--- config.mk ---
export PLATFORM = sky130hd
export DESIGN_NAME = pod_top
export DESIGN_NICKNAME = d
export VERILOG_FILES = /design/src/pod_pkg.sv /design/src/pod_req_if.sv /design/src/pod_req_cond.sv /design/src/pod_top.sv
export SDC_FILE = /design/constraint.sdc
export NUM_CORES = 1
export LEC_CHECK = 0
export ABC_AREA = 1
export BUFFER_PORTS_ARGS = -buffer_cell sky130_fd_sc_hd__buf_2
export CELL_PAD_IN_SITES_DETAIL_PLACEMENT = 1
export CELL_PAD_IN_SITES_GLOBAL_PLACEMENT = 1
export CORE_ASPECT_RATIO = 1.25
export CORE_MARGIN = 2
export CORE_UTILIZATION = 27
export DETAILED_ROUTE_END_ITERATION = 16
export PLACE_DENSITY = 0.61
export RECOVER_POWER = 25
export SLEW_MARGIN = 15
export SYNTH_ARGS = -nofsm -noshare
export SYNTH_HDL_FRONTEND = slang
export SYNTH_SLANG_ARGS = --single-unit
--- constraint.sdc ---
create_clock -name clock_i -period 2.8 [get_ports clock_i]
set_input_delay 0.84 -clock clock_i [delete_from_list [all_inputs] [get_ports clock_i]]
set_output_delay 0.84 -clock clock_i [all_outputs]
set_load 0.02 [all_outputs]
--- src/pod_pkg.sv ---
// Package with register map, field positions and state types of the output-disable block
// Behaviour
// - One enable raises the interrupt on any of the four lower request inputs.
// - One enable raises the interrupt on a short in a channel 3/4 output pair.
// - The eighth request input has its own interrupt enable, apart from the lower one.
// - Lower requests and output shorts share one interrupt, each gated by its enable.
// - Eighth-input requests use a second, separate interrupt output.
// - Software forces and releases channel 3 and 4 outputs to high impedance together.
// - Software forces and releases channel 0 outputs to high impedance independently.
// - Software clears each event flag on its own by writing a one.
// - Clearing a level-triggered flag fails while its input is still asserted.
// - Each lower request input has a readable flag, one meaning requested.
// - Oscillation-stop, eighth-input and output-short flags are readable too.
package pod_pkg;

  localparam int ADDR_W    = 8;
  localparam int DATA_W    = 16;
  localparam int NUM_REQ   = 5;
  localparam int NUM_SRC   = 6;
  localparam int NUM_PAIR  = 3;
  localparam int IDX_IN8   = 4;
  localparam int IDX_OSC   = 5;

  // Register offsets
  localparam logic [ADDR_W-1:0] OFF_STATUS = 8'h00;
  localparam logic [ADDR_W-1:0] OFF_IRQ_EN = 8'h04;
  localparam logic [ADDR_W-1:0] OFF_CTRL   = 8'h08;
  localparam logic [ADDR_W-1:0] OFF_MODE   = 8'h0C;

  // Status, enable and control field positions
  localparam int ST_LOWER_LSB = 0;
  localparam int ST_IN8       = 8;
  localparam int ST_OSC       = 9;
  localparam int ST_SHORT     = 14;
  localparam int IE_LOWER     = 0;
  localparam int IE_IN8       = 8;
  localparam int IE_SHORT     = 14;
  localparam int CT_FORCE34   = 0;
  localparam int CT_FORCE0    = 1;

  localparam logic [DATA_W-1:0] STATUS_MASK = 16'h430F;
  localparam logic [DATA_W-1:0] IRQ_EN_MASK = 16'h4101;
  localparam logic [DATA_W-1:0] LOWER_MASK  = 16'h000F;

  // Reset values
  localparam logic [DATA_W-1:0]  STATUS_RST = 16'h0000;
  localparam logic [DATA_W-1:0]  IRQ_EN_RST = 16'h0000;
  localparam logic [1:0]         CTRL_RST   = 2'h0;
  localparam logic [NUM_REQ-1:0] MODE_RST   = 5'h00;
  localparam logic [NUM_SRC-1:0] SRC_RST    = 6'h00;

  typedef struct packed {
    logic [NUM_SRC-1:0] sync1;
    logic [NUM_SRC-1:0] sync2;
    logic [NUM_SRC-1:0] prev;
  } pod_cond_s;

  typedef struct packed {
    logic [DATA_W-1:0]  status;
    logic [DATA_W-1:0]  irq_en;
    logic               force34;
    logic               force0;
    logic [NUM_REQ-1:0] level_mode;
    logic [DATA_W-1:0]  rdata;
    logic               irq_ls;
    logic               irq_8;
    logic               hiz34;
    logic               hiz0;
  } pod_top_s;

endpackage

--- src/pod_req_if.sv ---
// Interface carrying conditioned request events from the input stage to the core
`timescale 1ns/1ns
interface pod_req_if;
  import pod_pkg::*;
  logic [NUM_SRC-1:0] onset;
  logic [NUM_SRC-1:0] active;
  modport src (output onset, output active);
  modport dst (input onset, input active);
endinterface

--- src/pod_req_cond.sv ---
// Input stage: synchronises request pins and the stop detector, finds onsets
`timescale 1ns/1ns
module pod_req_cond
  import pod_pkg::*;
(
  // Clock and reset
  input  wire logic               clock_i,
  input  wire logic               rst_i,
  // Raw sources: request pins active low, stop detector active high
  input  wire logic [NUM_REQ-1:0] req_n_i,
  input  wire logic               osc_stop_i,
  // Conditioned events
  pod_req_if.src                  req
);

  pod_cond_s state_r;
  pod_cond_s state_nxt;
  logic [NUM_SRC-1:0] act;

  genvar gi;
  generate
    for (gi = 0; gi < NUM_SRC; gi++) begin : g_src
      if (gi == IDX_OSC) begin : g_hi
        assign act[gi] = state_r.sync2[gi];
      end else begin : g_lo
        assign act[gi] = ~state_r.sync2[gi];
      end
      assign req.onset[gi]  = act[gi] & ~state_r.prev[gi];
      assign req.active[gi] = act[gi];
    end
  endgenerate

  always_comb begin
    state_nxt       = state_r;
    state_nxt.sync1 = {osc_stop_i, req_n_i};
    state_nxt.sync2 = state_r.sync1;
    state_nxt.prev  = act;
  end

  always_ff @(posedge clock_i) begin
    if (rst_i) begin
      state_r.sync1 <= {1'b0, {NUM_REQ{1'b1}}};
      state_r.sync2 <= {1'b0, {NUM_REQ{1'b1}}};
      state_r.prev  <= SRC_RST;
    end else begin
      state_r <= state_nxt;
    end
  end

endmodule

--- src/pod_top.sv ---
// Output-disable core: event flags, interrupts, forced high impedance, register port
//
// Implementation choices: strobed register access and the address map.
`timescale 1ns/1ns
module pod_top
  import pod_pkg::*;
(
  // Clock and reset
  input  wire logic                clock_i,
  input  wire logic                rst_i,
  // Register port
  input  wire logic [ADDR_W-1:0]   addr_i,
  input  wire logic [DATA_W-1:0]   wdata_i,
  input  wire logic                wr_i,
  input  wire logic                rd_i,
  output logic      [DATA_W-1:0]   rdata_o,
  // Request pins, in0..in3 then in8, active low
  input  wire logic [NUM_REQ-1:0]  disable_request_in_n_i,
  input  wire logic                osc_stop_i,
  // Channel 3/4 complementary outputs, pair k on bits 2k and 2k+1
  input  wire logic [2*NUM_PAIR-1:0] timer_pair_out_i,
  // Interrupts
  output logic                     irq_lower_short_o,
  output logic                     irq_eighth_o,
  // High impedance controls
  output logic                     hiz_ch34_o,
  output logic                     hiz_ch0_o
);

  pod_top_s state_r;
  pod_top_s state_nxt;

  pod_req_if req ();

  pod_req_cond u_cond (
    .clock_i    (clock_i),
    .rst_i      (rst_i),
    .req_n_i    (disable_request_in_n_i),
    .osc_stop_i (osc_stop_i),
    .req        (req.src)
  );

  logic [NUM_REQ-1:0]  req_evt;
  logic [NUM_REQ-1:0]  req_hold;
  logic [NUM_PAIR-1:0] pair_short;
  logic                short_evt;
  logic [DATA_W-1:0]   set_vec;
  logic [DATA_W-1:0]   hold_vec;
  logic [DATA_W-1:0]   clr_vec;
  logic                wr_status;
  logic                wr_irq_en;
  logic                wr_ctrl;
  logic                wr_mode;

  // Per-input trigger selection: edge onset or asserted level
  genvar gi;
  generate
    for (gi = 0; gi < NUM_REQ; gi++) begin : g_req
      assign req_evt[gi]  = state_r.level_mode[gi] ? req.active[gi] : req.onset[gi];
      assign req_hold[gi] = state_r.level_mode[gi] & req.active[gi];
    end
    for (gi = 0; gi < NUM_PAIR; gi++) begin : g_pair
      assign pair_short[gi] = timer_pair_out_i[2*gi] & timer_pair_out_i[2*gi+1];
    end
  endgenerate

  assign short_evt = |pair_short;

  assign wr_status = wr_i && (addr_i == OFF_STATUS);
  assign wr_irq_en = wr_i && (addr_i == OFF_IRQ_EN);
  assign wr_ctrl   = wr_i && (addr_i == OFF_CTRL);
  assign wr_mode   = wr_i && (addr_i == OFF_MODE);

  always_comb begin
    set_vec                                = '0;
    set_vec[ST_LOWER_LSB +: 4]             = req_evt[3:0];
    set_vec[ST_IN8]                        = req_evt[IDX_IN8];
    set_vec[ST_OSC]                        = req.onset[IDX_OSC];
    set_vec[ST_SHORT]                      = short_evt;
    hold_vec                               = '0;
    hold_vec[ST_LOWER_LSB +: 4]            = req_hold[3:0];
    hold_vec[ST_IN8]                       = req_hold[IDX_IN8];
    clr_vec = wr_status ? (wdata_i & STATUS_MASK & ~hold_vec) : '0;
  end

  always_comb begin
    state_nxt = state_r;
    // Set wins over a clear in the same cycle
    state_nxt.status = ((state_r.status & ~clr_vec) | set_vec) & STATUS_MASK;
    if (wr_irq_en) begin
      state_nxt.irq_en = wdata_i & IRQ_EN_MASK;
    end
    if (wr_ctrl) begin
      state_nxt.force34 = wdata_i[CT_FORCE34];
      state_nxt.force0  = wdata_i[CT_FORCE0];
    end
    if (wr_mode) begin
      state_nxt.level_mode = wdata_i[NUM_REQ-1:0];
    end
    state_nxt.rdata = '0;
    if (rd_i) begin
      case (addr_i)
        OFF_STATUS: state_nxt.rdata = state_r.status;
        OFF_IRQ_EN: state_nxt.rdata = state_r.irq_en;
        OFF_CTRL:   state_nxt.rdata = {14'h0000, state_r.force0, state_r.force34};
        OFF_MODE:   state_nxt.rdata = {11'h000, state_r.level_mode};
        default:    state_nxt.rdata = '0;
      endcase
    end
    state_nxt.irq_ls =
      (state_nxt.irq_en[IE_LOWER] && |(state_nxt.status & LOWER_MASK)) ||
      (state_nxt.irq_en[IE_SHORT] && state_nxt.status[ST_SHORT]);
    state_nxt.irq_8  = state_nxt.irq_en[IE_IN8] && state_nxt.status[ST_IN8];
    state_nxt.hiz34  = state_nxt.force34 ||
                       |(state_nxt.status & LOWER_MASK) ||
                       state_nxt.status[ST_SHORT] || state_nxt.status[ST_OSC];
    state_nxt.hiz0   = state_nxt.force0 ||
                       state_nxt.status[ST_IN8] || state_nxt.status[ST_OSC];
  end

  always_ff @(posedge clock_i) begin
    if (rst_i) begin
      state_r.status     <= STATUS_RST;
      state_r.irq_en     <= IRQ_EN_RST;
      state_r.force34    <= CTRL_RST[CT_FORCE34];
      state_r.force0     <= CTRL_RST[CT_FORCE0];
      state_r.level_mode <= MODE_RST;
      state_r.rdata      <= '0;
      state_r.irq_ls     <= 1'b0;
      state_r.irq_8      <= 1'b0;
      state_r.hiz34      <= 1'b0;
      state_r.hiz0       <= 1'b0;
    end else begin
      state_r <= state_nxt;
    end
  end

  assign rdata_o           = state_r.rdata;
  assign irq_lower_short_o = state_r.irq_ls;
  assign irq_eighth_o      = state_r.irq_8;
  assign hiz_ch34_o        = state_r.hiz34;
  assign hiz_ch0_o         = state_r.hiz0;
endmodule

* After elaboration in Yosys (flattened, before gate mapping)
Index checks and enable logic that the tools add are counted.
** Storage, ports and cells
- Register bits :: 55
- Input bits :: 40
- Logic and storage cells :: 73
** Cells by class
- Equal/unequal tests :: 3
- Mux-type cells :: 9
- Bitwise logic cells :: 31
- Reductions and logical operators :: 17
** Operators by type and width (count)
- $pmux W15 S4 :: 1
- $and A15 B15 Y15 :: 2
- $mux W15 :: 2
- $eq A8 B4 Y1 const B :: 2
- $not A15 Y15 :: 1
- $not A9 Y15 :: 1
- $or A15 B15 Y15 :: 1
- $and A1 B1 Y1 :: 14
- $not A1 Y1 :: 12
- $eq A8 B3 Y1 const B :: 1
- $logic_not A8 Y1 :: 1
- $logic_and A1 B1 Y1 :: 7
- $logic_or A1 B1 Y1 :: 6
- $mux W1 :: 5
- $reduce_or A4 Y1 :: 1
- $reduce_or A3 Y1 :: 1
- $mux W2 :: 1
- $reduce_or A2 Y1 :: 1

* Longest topological paths before layout
Gate-level depths: netlist of run 1.
- Depth in word-level cells :: 12
- Mapped depth :: 11
- Gate-level depth less buffers :: 10

* Hierarchy
From an unflattened synthesis of run 1, not the netlist that was laid out.
** Unflattened totals
- Cell total of the unflattened synthesis :: 262
- Area total of the unflattened synthesis :: 2037.0 um^2
** Modules (own cells, without submodules)
- pod_top :: times used 1, cells each 194, area each 1441.4 um^2, seq. area each 580.6 um^2
- pod_req_cond :: times used 1, cells each 68, area each 595.6 um^2, seq. area each 360.3 um^2

* Least setup slack after synthesis of run 1
OpenSTA, ideal clock, no wires.
- Path type :: input port to flip-flop
- Start point :: input addr_i[7]
- End point :: register state_r, in the netlist hiz_ch34_o
- Setup time :: 128 ps
- Arrival time :: 1701 ps
- Path slack :: 972 ps
- Cell stages on the path :: 11
- Buffers on the path :: 1
- Path through :: nor2_4 nand2_4 nor2_4 buf_6 nand3_2 nand2_2 nand2_1 nor2_1 nand2_1 nor2_1 nor2_1
** On the way
- Longest elaborated chain between the ends :: 10
- Elaborated cells between the ends (all ways) :: 13
- Classes of those cells :: eq/ne (1); mux (2); bitwise (3); reduce/logical (7)
** RTL lines
- start: declaration :: line pod_top.sv:12 : input wire logic [ADDR_W-1:0] addr_i,
- $logic_not A8 Y1 :: line pod_top.sv:69 : assign wr_status = wr_i && (addr_i == OFF_STATUS);
- $logic_and A1 B1 Y1 :: line pod_top.sv:69
- $mux W15 :: line pod_top.sv:83 : clr_vec = wr_status ? (wdata_i & STATUS_MASK & ~hold_vec) : '0;
- $not A15 Y15 :: line pod_top.sv:89 : state_nxt.status = ((state_r.status & ~clr_vec) | set_vec) & STATUS_MASK;
- $and A15 B15 Y15 :: line pod_top.sv:89
- $or A15 B15 Y15 :: line pod_top.sv:89
- $reduce_or A4 Y1 :: line pod_top.sv:115 : |(state_nxt.status & LOWER_MASK) ||
- $logic_or A1 B1 Y1 :: line pod_top.sv:114 : state_nxt.hiz34 = state_nxt.force34 ||
- $logic_or A1 B1 Y1 :: line pod_top.sv:115
- $logic_or A1 B1 Y1 * :: line pod_top.sv:116 : state_nxt.status[ST_SHORT] || state_nxt.status[ST_OSC];
- end signal: assignment :: line pod_top.sv:134 : state_r <= state_nxt;
- end: declaration :: line pod_top.sv:30 : pod_top_s state_r;
Every way passes the cells marked *; elsewhere a longest branch is shown, timed or not.
A chain may end at the register's enable or synchronous reset.

* Final worst setup path of run 1
Ends and elaborated chain as after synthesis.

==> results of run 1 <==
-- Yosys cell counts --
cell type  instances
conb_1             1
and3_1             1
nor3_1             8
a21oi_2            2
a211oi_1           1
buf_2              1
o211ai_1           1
nor2_1            31
nand3_2            3
or2_2             10
nor2_4             4
nor2_2             2
a41oi_1            1
nand2_2            2
a31oi_1            1
nand2_1           38
nand2_4            1
buf_6              1
clkinv_1           1
nand3_1           12
dfxtp_1           47
buf_4             16
clkbuf_1           3
a21oi_1           17
o21ai_0            6
inv_1             23
-- flip-flops by register name, summed over array words and instances (netlist names) --
register and flops:
hiz_ch0_o 1, hiz_ch34_o 1, irq_eighth_o 1, irq_lower_short_o 1
rdata_o 8, state_r 17, u_cond.req.active 1, u_cond.state_nxt 6
u_cond.state_r 11
-- worst max-delay path, cell delays in order --
cell	delay, ns
buf_2	0.11
nor2_4	0.12
nand2_4	0.09
nor2_4	0.32
nand3_1	0.11
nand2_1	0.10
nand2_1	0.05
nor2_1	0.11
nand2_1	0.09
nor2_1	0.11
nor2_1	0.05
-- where the power goes --
part / switching (mW) / total, mW / internal [mW]
Sequential: 0.00724 / 0.694 / 0.687
Combinational: 0.0634 / 0.101 / 0.0373
Clock: 0.212 / 0.379 / 0.167
-- through the flow --
step | utilization, % | total power, mW | instance area, µm² | std cells | worst slack, ns
6_report | 31.6 | 1.17 | 2170 | 360 | 0.828
5_1_grt | 31.6 | 1.23 | 2170 | 360 | 0.624
4_1_cts | 31.7 | 1.19 | 2170 | 360 | 0.826
3_5_place_dp | 30.6 | 0.813 | 2100 | 354 | 0.515
3_3_place_gp | 30.6 | 0.811 | 2100 | 354 | 0.502
2_1_floorplan | - | 0.776 | 1910 | 241 | 0.972
-- area by class of cell --
| cell class | count | area (µm²) | area share [%] |
|---|---|---|---|
| Timing Repair Buffer | 44 | 219 | 10.1 |
| Tap cell | 90 | 113 | 5.20 |
| Inverter | 24 | 90.1 | 4.16 |
| Multi-Input combinational cell | 149 | 732 | 33.8 |
| Clock buffer | 6 | 72.6 | 3.35 |
| Sequential cell | 47 | 941 | 43.4 |
-- logic make-up after synthesis --
kind of cell,count (synthesis),share of synthesized area (%)
buffers and inverters,45,12.6
other,1,0.199
flip-flops,47,49.9
AND/OR/NAND/NOR,112,28.6
AO/OA/AOI/OAI,29,8.63
-- worst max path at each step --
stage	start	to	slack (ns)	depth (start not counted)
after floorplan	addr_i[7]	hiz_ch34_o$_SDFF_PP0_	0.97	11
after global placement	addr_i[7]	hiz_ch34_o$_SDFF_PP0_	0.50	11
after detailed placement	addr_i[7]	hiz_ch34_o$_SDFF_PP0_	0.52	11
after CTS	addr_i[7]	hiz_ch34_o$_SDFF_PP0_	0.83	11
after global routing	addr_i[1]	hiz_ch34_o$_SDFF_PP0_	0.62	11
final	addr_i[7]	hiz_ch34_o$_SDFF_PP0_	0.83	11
-- routing by layer --
layer,GRT usage (%),up-vias
li1,-,779
met1,14.5,663
met2,18.6,33
met3,3.35,6
met4,4.99,0
met5,0,-
-- cell usage in the layout, fill, tap and decap left out --
cell type / n
a211oi_1: 1
a21oi_1: 17
a21oi_2: 2
a31oi_1: 1
a41oi_1: 1
and3_1: 1
buf_2: 43
clkbuf_1: 2
clkbuf_8: 5
clkinv_1: 1
conb_1: 8
dfxtp_1: 47
inv_1: 23
nand2_1: 38
nand2_2: 2
nand2_4: 1
nand3_1: 12
nand3_2: 3
nor2_1: 31
nor2_2: 2
nor2_4: 4
nor3_1: 8
o211ai_1: 1
o21ai_0: 6
or2_2: 10
==> flow_summary.toml, run 1 <==
[sta]
rsz0062_at_grt = "false"
post-route-min-period_ns = 1.97
max_freq_ghz = 0.507
drv_slew = 0
fin_setup_tns_ns = 0
hold_viol = 0
setup_viol = 0
holdWs_ns = 0.405
fin_worst_skew_ns = 0.00525
min_period_over_period_pct = 70.4
maxSlewHeadroom_pct = 15.5
tightestPinTransition_ns = 1.27

[worst_hold_path]
hold_class = "flop to flop"
hp-start = "u_cond.state_nxt[11]$_SDFF_PP0_"
holdPathStages = 2
whs_endpoint = "u_cond.req.active[5]$_SDFF_PP0_"

[yosys]
synth_top_area_share_pct = 49.9
synth_top_area_cell = "dfxtp_1"
synth-seq-cells = 47
ys_types = 26
ys_warn_count = 0
syn_area_um2 = 1880
postSynthCellCount = 234
syn_area_per_cell_um2 = 8.05
synthTopCellsByArea = "dfxtp_1, nand2_1, buf_4"
ys_seq_area_share_pct = 49.9

[worst_setup_path]
reg2reg_slack_ns = 1.68
end_kind = "flop"
arrival_ns = 2.11
path_class = "input pin to flop"
r2r_end = "hiz_ch34_o$_SDFF_PP0_"
r2r_start = "state_r[21]$_SDFFE_PP0P_"
critical_path.max_fanout = 13
reg2reg_depth = 8
cp.required_ns = 2.93
crit_path_start_kind = "input pin"

[finish]
fill_cells = 863
area_growth_pct = 15.0
diodes = 0
nets = 311
drive_gt1_share_pct = 26.7

[grt]
overflow = 0
antenna_found_initial = 0
grt_pass1_vias = 1472
grt_use_total_pct = 11.6
grt_max_degree = 32
grt_first_pass_wirelength_mm = 6.93

[detailed_routing]
wl_per_cell_um = 11.3
maxUsedRoutingLayer = "met4"
drtAntennaViolNets = 0
drt_first_pass_iters = 4
vias = 1481
route.met3.wl_um = 223
drt_iter0_drc = 75
wl_met1_mm = 1.84
drt-total-wl_mm = 4.06
met2_length_mm = 1.92
vias_per_cell = 4.11
drc = 0

[floorplanning]
core.rowCount = 34
die-width_um = 78.7
dieArea_um2 = 7670
core_area_um2 = 6850
initial_utilization_pct = 27.5
ios = 60
fp.dieH_um = 97.4

[clock_tree]
root_buffer = "clkbuf_8"
htree_levels = 2
cts_resized = 0
cts.path.max_buffers = 2
clock_sinks = 47
cts_tree = "done"
cts.clk_slew.worst_paths_ns = 0.08
cts_setup_buffers = 0
holdBufCountCts = 0
cts_inserted_buffers = 5
worstSkewPairLatency_ns = 0.30

[place]
gp_congestion = 0.760
dpl.hpwl_mm = 3.08
portBuffers = 43

[outcome]
status = "completed"

[power]
ir_drop_mv = 0.199
p_leak_nw = 0.946
power_density_nw_per_um2 = 541

[job]
cap_violations = 0
(Power assumes the default switching activity.)
==> run 2: changes to the inputs <==
Settings changed: ABC_AREA 1 to 0, PLACE_DENSITY 0.61 to 0.6.
Clock period 2.8 ns to 2 ns, I/O delays scaled along.
==> run 2 against run 1 <==
Compared with the run above: sequential power is 40% higher; die area is 5.3% lower; clock skew is 0.0012 ns higher; largest power group unchanged; critical endpoint unchanged.
==> flow_summary.toml, run 2 <==
[clock_tree]
clock_sinks = 47
cts.clk_slew.worst_paths_ns = 0.09
cts.path.max_buffers = 2
worstSkewPairLatency_ns = 0.30
cts_tree = "done"
cts_resized = 0
htree_levels = 2
holdBufCountCts = 0
cts_setup_buffers = 0
cts_inserted_buffers = 5
root_buffer = "clkbuf_8"

[finish]
register_area_um2 = 941
nets = 277
top_register = "state_r"
area_growth_pct = 24.2
drive_gt1_share_pct = 33.8
instances_no_fill = 324
largest_reg_flops = 17
fill_cells = 774
layout_common_cells = "dfxtp_1, buf_2, nor2_1"
diodes = 0
multiInputGateArea_um2 = 697
final_common_cell = "dfxtp_1"

[yosys]
synth-edff-count = 0
ys_seq_area_share_pct = 52.9
syn_area_um2 = 1780
yosys_most_used_dff = "dfxtp_1"
yosysMostFrequentCell = "dfxtp_1"
ys_types = 32
synthTopCellsByArea = "dfxtp_1, buf_4, a21oi_1"
synth_top_area_cell = "dfxtp_1"
syn_area_per_cell_um2 = 9.62
synth_top_area_share_pct = 52.9
synth-seq-cells = 47
yosys-top-cells-count = "dfxtp_1, nor2_1, a21oi_1"
async_reset_ff_share_pct = 0
postSynthCellCount = 185
ys_warn_count = 0

[floorplanning]
dieArea_um2 = 7260
die-width_um = 76.6
core.rowCount = 33
initial_utilization_pct = 27.4
fp.dieH_um = 94.8
core_area_um2 = 6480
ios = 60

[worst_setup_path]
crit_path_start_kind = "input pin"
cp.required_ns = 2.16
arrival_ns = 1.94
end_kind = "flop"
path_class = "input pin to flop"
critical_path.max_fanout = 6

[detailed_routing]
drc = 0
vias_per_cell = 4.34
drtAntennaViolNets = 0
wl_per_cell_um = 12.5
vias = 1405
drt_iter0_drc = 55
drt_first_pass_iters = 4
drt-total-wl_mm = 4.06

[place]
place_ws_ns = -0.0967
dpl.hpwl_mm = 3.17
portBuffers = 43
placed_cells = 317
gp_congestion = 0.744

[grt]
grt_pass1_vias = 1444
grt_max_degree = 19
grt_first_pass_wirelength_mm = 6.78
overflow = 0
antenna_found_initial = 0
grt_use_total_pct = 12.2

[sta]
rsz0062_at_grt = "false"
post-route-min-period_ns = 1.78
max_freq_ghz = 0.561
tightestPinTransition_ns = 0.710
setup_viol = 0
min_period_over_period_pct = 89.2
fin_worst_skew_ns = 0.00646
maxSlewHeadroom_pct = 52.7
hold_viol = 0
drv_slew = 0
fin_ws_ns = 0.217
holdWs_ns = 0.414

[job]
cap_violations = 0

[power]
power.internal_mw = 1.39
power_density_nw_per_um2 = 817
clkPwrFrac_pct = 37.7
p_sw_mw = 0.413
pwr-share-seq_pct = 53.7
ir_drop_mv = 0.282
switching_share_pct = 22.9
pwr-share-comb_pct = 8.6
p_leak_nw = 0.951

[outcome]
status = "completed"

[worst_hold_path]
hold_class = "flop to flop"
## run 2: cell types whose count changed after synthesis, moves of 2 or more
cell / before / now
nand2_1: 38 / 9
a21oi_2: 2 / 0
nand4_1: 0 / 4
inv_1: 23 / 6
mux2i_1: 0 / 9
nor2_1: 31 / 21
nor3_1: 8 / 3
o21ai_0: 6 / 0
nor2_4: 4 / 0
nor2b_1: 0 / 6
nand3_2: 3 / 0
## run 2: worst paths after layout
check	slack (ns)	from	cells after the start	end
max	0.22	addr_i[5]	7	hiz_ch34_o$_SDFF_PP0_
min	0.41	u_cond.state_nxt[6]$_SDFF_PP1_	1	u_cond.state_r[6]$_SDFF_PP1_
max reg2reg	0.76	state_r[23]$_SDFFE_PP0P_	5	irq_lower_short_o$_SDFF_PP0_
min reg2reg	0.41	u_cond.state_nxt[6]$_SDFF_PP1_	1	u_cond.state_r[6]$_SDFF_PP1_
## run 2: layout make-up
cell class / instances / share of cell area (%)
multi-input combinational: 117 / 31.5
inverter: 6 / 1.02
sequential: 47 / 42.6
clock inverter: 2 / 1.70
clock buffer: 5 / 3.11
timing repair buffer: 60 / 15.1
tap: 87 / 4.93
## run 2: worst max-delay path, cell delays in order
cell     delay, ns
buf_2         0.11
nor4_4        0.26
buf_4         0.18
nand4_1       0.14
a21oi_1       0.27
and4_1        0.26
a41oi_1       0.12
## run 2: metal layers
layer / vias up / routed length [µm] / global-route usage [%]
met2: 38 / 1970 / 21.2
li1: 700 / - / -
met5: - / 0 / 0
met1: 659 / 1790 / 13.6
met4: 0 / 109 / 5.76
met3: 8 / 189 / 3.73
## run 2: cell families (layout without fill, tap and decap cells)
family,Yosys count,after routing,share of synthesized area (%)
and+or+nand+nor,75,75,24.1
DFF,47,47,52.9
AOI/OAI and AO/OA,25,25,8.37
buffers and inverters,28,73,9.42
muxes,9,9,5.06
other,1,8,0.211
## run 2: stage by stage
stage	TNS [ns]	cell area (µm²)	utilization [%]	total power [mW]
global route	0	2210	34.1	1.90
finish	0	2210	34.1	1.81
global placement	-0.131	2110	32.6	1.15
floorplan	0	1810	-	1.08
CTS	0	2220	34.2	1.84
detailed placement	-0.217	2110	32.6	1.15
## run 2: power groups by stage
stage               Clock [mW]  Combinational (mW)  Sequential (mW)
floorplan                    0              0.0875            0.995
global route             0.755               0.174            0.974
CTS                      0.707               0.160            0.971
detailed placement           0               0.160            0.992
global placement             0               0.158            0.992
finish                   0.681               0.155            0.970
==> run 3: changes to the inputs <==
Settings changed: PLACE_DENSITY 0.6 to 0.59, SYNTH_HIERARCHICAL set to 1.
==> run 3 against run 2 <==
Compared with the run above: via count fell by 4.6%; total power decreased by 3.5%; maximum frequency shrank 3.0%; register-to-register slack lost 0.33 ns; setup slack got worse by 0.055 ns; routed wire length down 5.4%; die area grew 5.3%; synthesized cell count is 1.1% higher; clock-buffer cell count grew 3; first-iteration DRC count fell by 5.5%; sequential share of layout area down 0.33 points.
==> flow_summary.toml, run 3 <==
[outcome]
status = "completed"

[grt]
grt_max_degree = 26
grt_first_pass_wirelength_mm = 6.31
grt_pass1_vias = 1331
antenna_found_initial = 0
overflow = 0
grt_use_total_pct = 10.7

[detailed_routing]
vias = 1340
drt_first_pass_iters = 4
drc = 0
drt-total-wl_mm = 3.84
vias_per_cell = 4.19
wl_per_cell_um = 12.0
drtAntennaViolNets = 0
drt_iter0_drc = 52

[sta]
fin_worst_skew_ns = 0.00395
maxSlewHeadroom_pct = 57.3
min_period_over_period_pct = 91.9
post-route-min-period_ns = 1.84
drv_slew = 0
fin_setup_tns_ns = 0
max_freq_ghz = 0.544
hold_viol = 0
holdWs_ns = 0.408
tightestPinTransition_ns = 0.641
setup_viol = 0
rsz0062_at_grt = "false"

[clock_tree]
root_buffer = "clkbuf_8"
cts_resized = 0
worstSkewPairLatency_ns = 0.30
cts_setup_buffers = 0
clock_sinks = 47
holdBufCountCts = 0
cts.clk_slew.worst_paths_ns = 0.08
cts_tree = "done"
cts_inserted_buffers = 5
htree_levels = 2
cts.path.max_buffers = 2

[power]
pwr-share-comb_pct = 8.6
p_leak_nw = 1.07
ir_drop_mv = 0.294
p_sw_mw = 0.399
clkPwrFrac_pct = 35.7
power_density_nw_per_um2 = 782
power.internal_mw = 1.34
switching_share_pct = 22.9
pwr-share-seq_pct = 55.8

[place]
gp_congestion = 0.728
dpl.hpwl_mm = 2.85
placed_area_um2 = 2130
portBuffers = 43

[finish]
largest_reg_flops = 17
area_growth_pct = 18.6
final_common_cell = "dfxtp_1"
drive_gt1_share_pct = 34.8
stdcell_area_um2 = 2230
top_register = "state_r"
layout_common_cells = "dfxtp_1, buf_2, nor2_1"
nets = 269
diodes = 0

[job]
cap_violations = 0

[worst_setup_path]
crit_path_start_kind = "input pin"
end_kind = "flop"
cpPeakStageDelay_ns = 0.38
crit_chain = "buf_2, nor4_4, buf_4, nand4_1, a21o_1, nor4_2, a41oi_1"
arrival_ns = 1.99
critical_path.max_fanout = 7
cp.required_ns = 2.15
path_class = "input pin to flop"
cp_slowest_cell = "nor4_2"

[yosys]
postSynthCellCount = 187
syn_area_um2 = 1880
ys_warn_count = 6
syn_area_per_cell_um2 = 10.0

[worst_hold_path]
hold_class = "flop to flop"

[floorplanning]
fp.dieH_um = 97.2
initial_utilization_pct = 27.4
die-width_um = 78.6
dieArea_um2 = 7640
ios = 60
core.rowCount = 34
core_area_um2 = 6850
-- run 3: metrics by stage --
stage | utilization, % | std cells | total power, mW | setup WS [ns]
2_1_floorplan | - | 194 | 1.09 | 0.135
3_3_place_gp | 31.1 | 312 | 1.14 | -0.156
3_5_place_dp | 31.1 | 312 | 1.15 | -0.167
4_1_cts | 32.6 | 320 | 1.77 | 0.151
5_1_grt | 32.5 | 320 | 1.83 | 0.0699
6_report | 32.5 | 320 | 1.74 | 0.161
-- run 3: power by group through the flow --
stage | clock, mW | combinational, mW | sequential [mW]
after floorplan | 0 | 0.0985 | 0.995
after global placement | 0 | 0.150 | 0.993
after detailed placement | 0 | 0.152 | 0.994
after CTS | 0.649 | 0.153 | 0.972
after global routing | 0.686 | 0.165 | 0.975
final | 0.622 | 0.149 | 0.971
-- run 3: critical path: cells and delay by family --
kind            cells  cell delay, ns
compound gates      2            0.37
buf+inv             2            0.30
simple gates        3            0.73
-- run 3: worst paths after layout --
kind,depth (start not counted),from,to,slack (ns)
max,7,addr_i[1],hiz_ch34_o$_SDFF_PP0_,0.16
min,1,u_cond/state_nxt[9]$_SDFF_PP1_,u_cond/state_r[9]$_SDFF_PP1_,0.41
max reg2reg,4,state_r[21]$_SDFFE_PP0P_,hiz_ch34_o$_SDFF_PP0_,0.43
min reg2reg,1,u_cond/state_nxt[9]$_SDFF_PP1_,u_cond/state_r[9]$_SDFF_PP1_,0.41
-- run 3: layout make-up --
cell class,instances,area (µm²)
Clock buffer,8,100
Sequential cell,47,941
Fill cell,802,4620
Timing Repair Buffer,55,302
Inverter,6,22.5
Multi-Input combinational cell,114,749
Tap cell,90,113
-- run 3: layer usage --
metal,wire (µm),vias up,global-route usage [%],part of all wire [%]
li1,-,680,-,-
met1,1700,617,12.5,44
met2,1830,37,18.0,48
met3,230,6,3.07,6.0
met4,73,0,4.86,1.9
met5,0,-,0,0
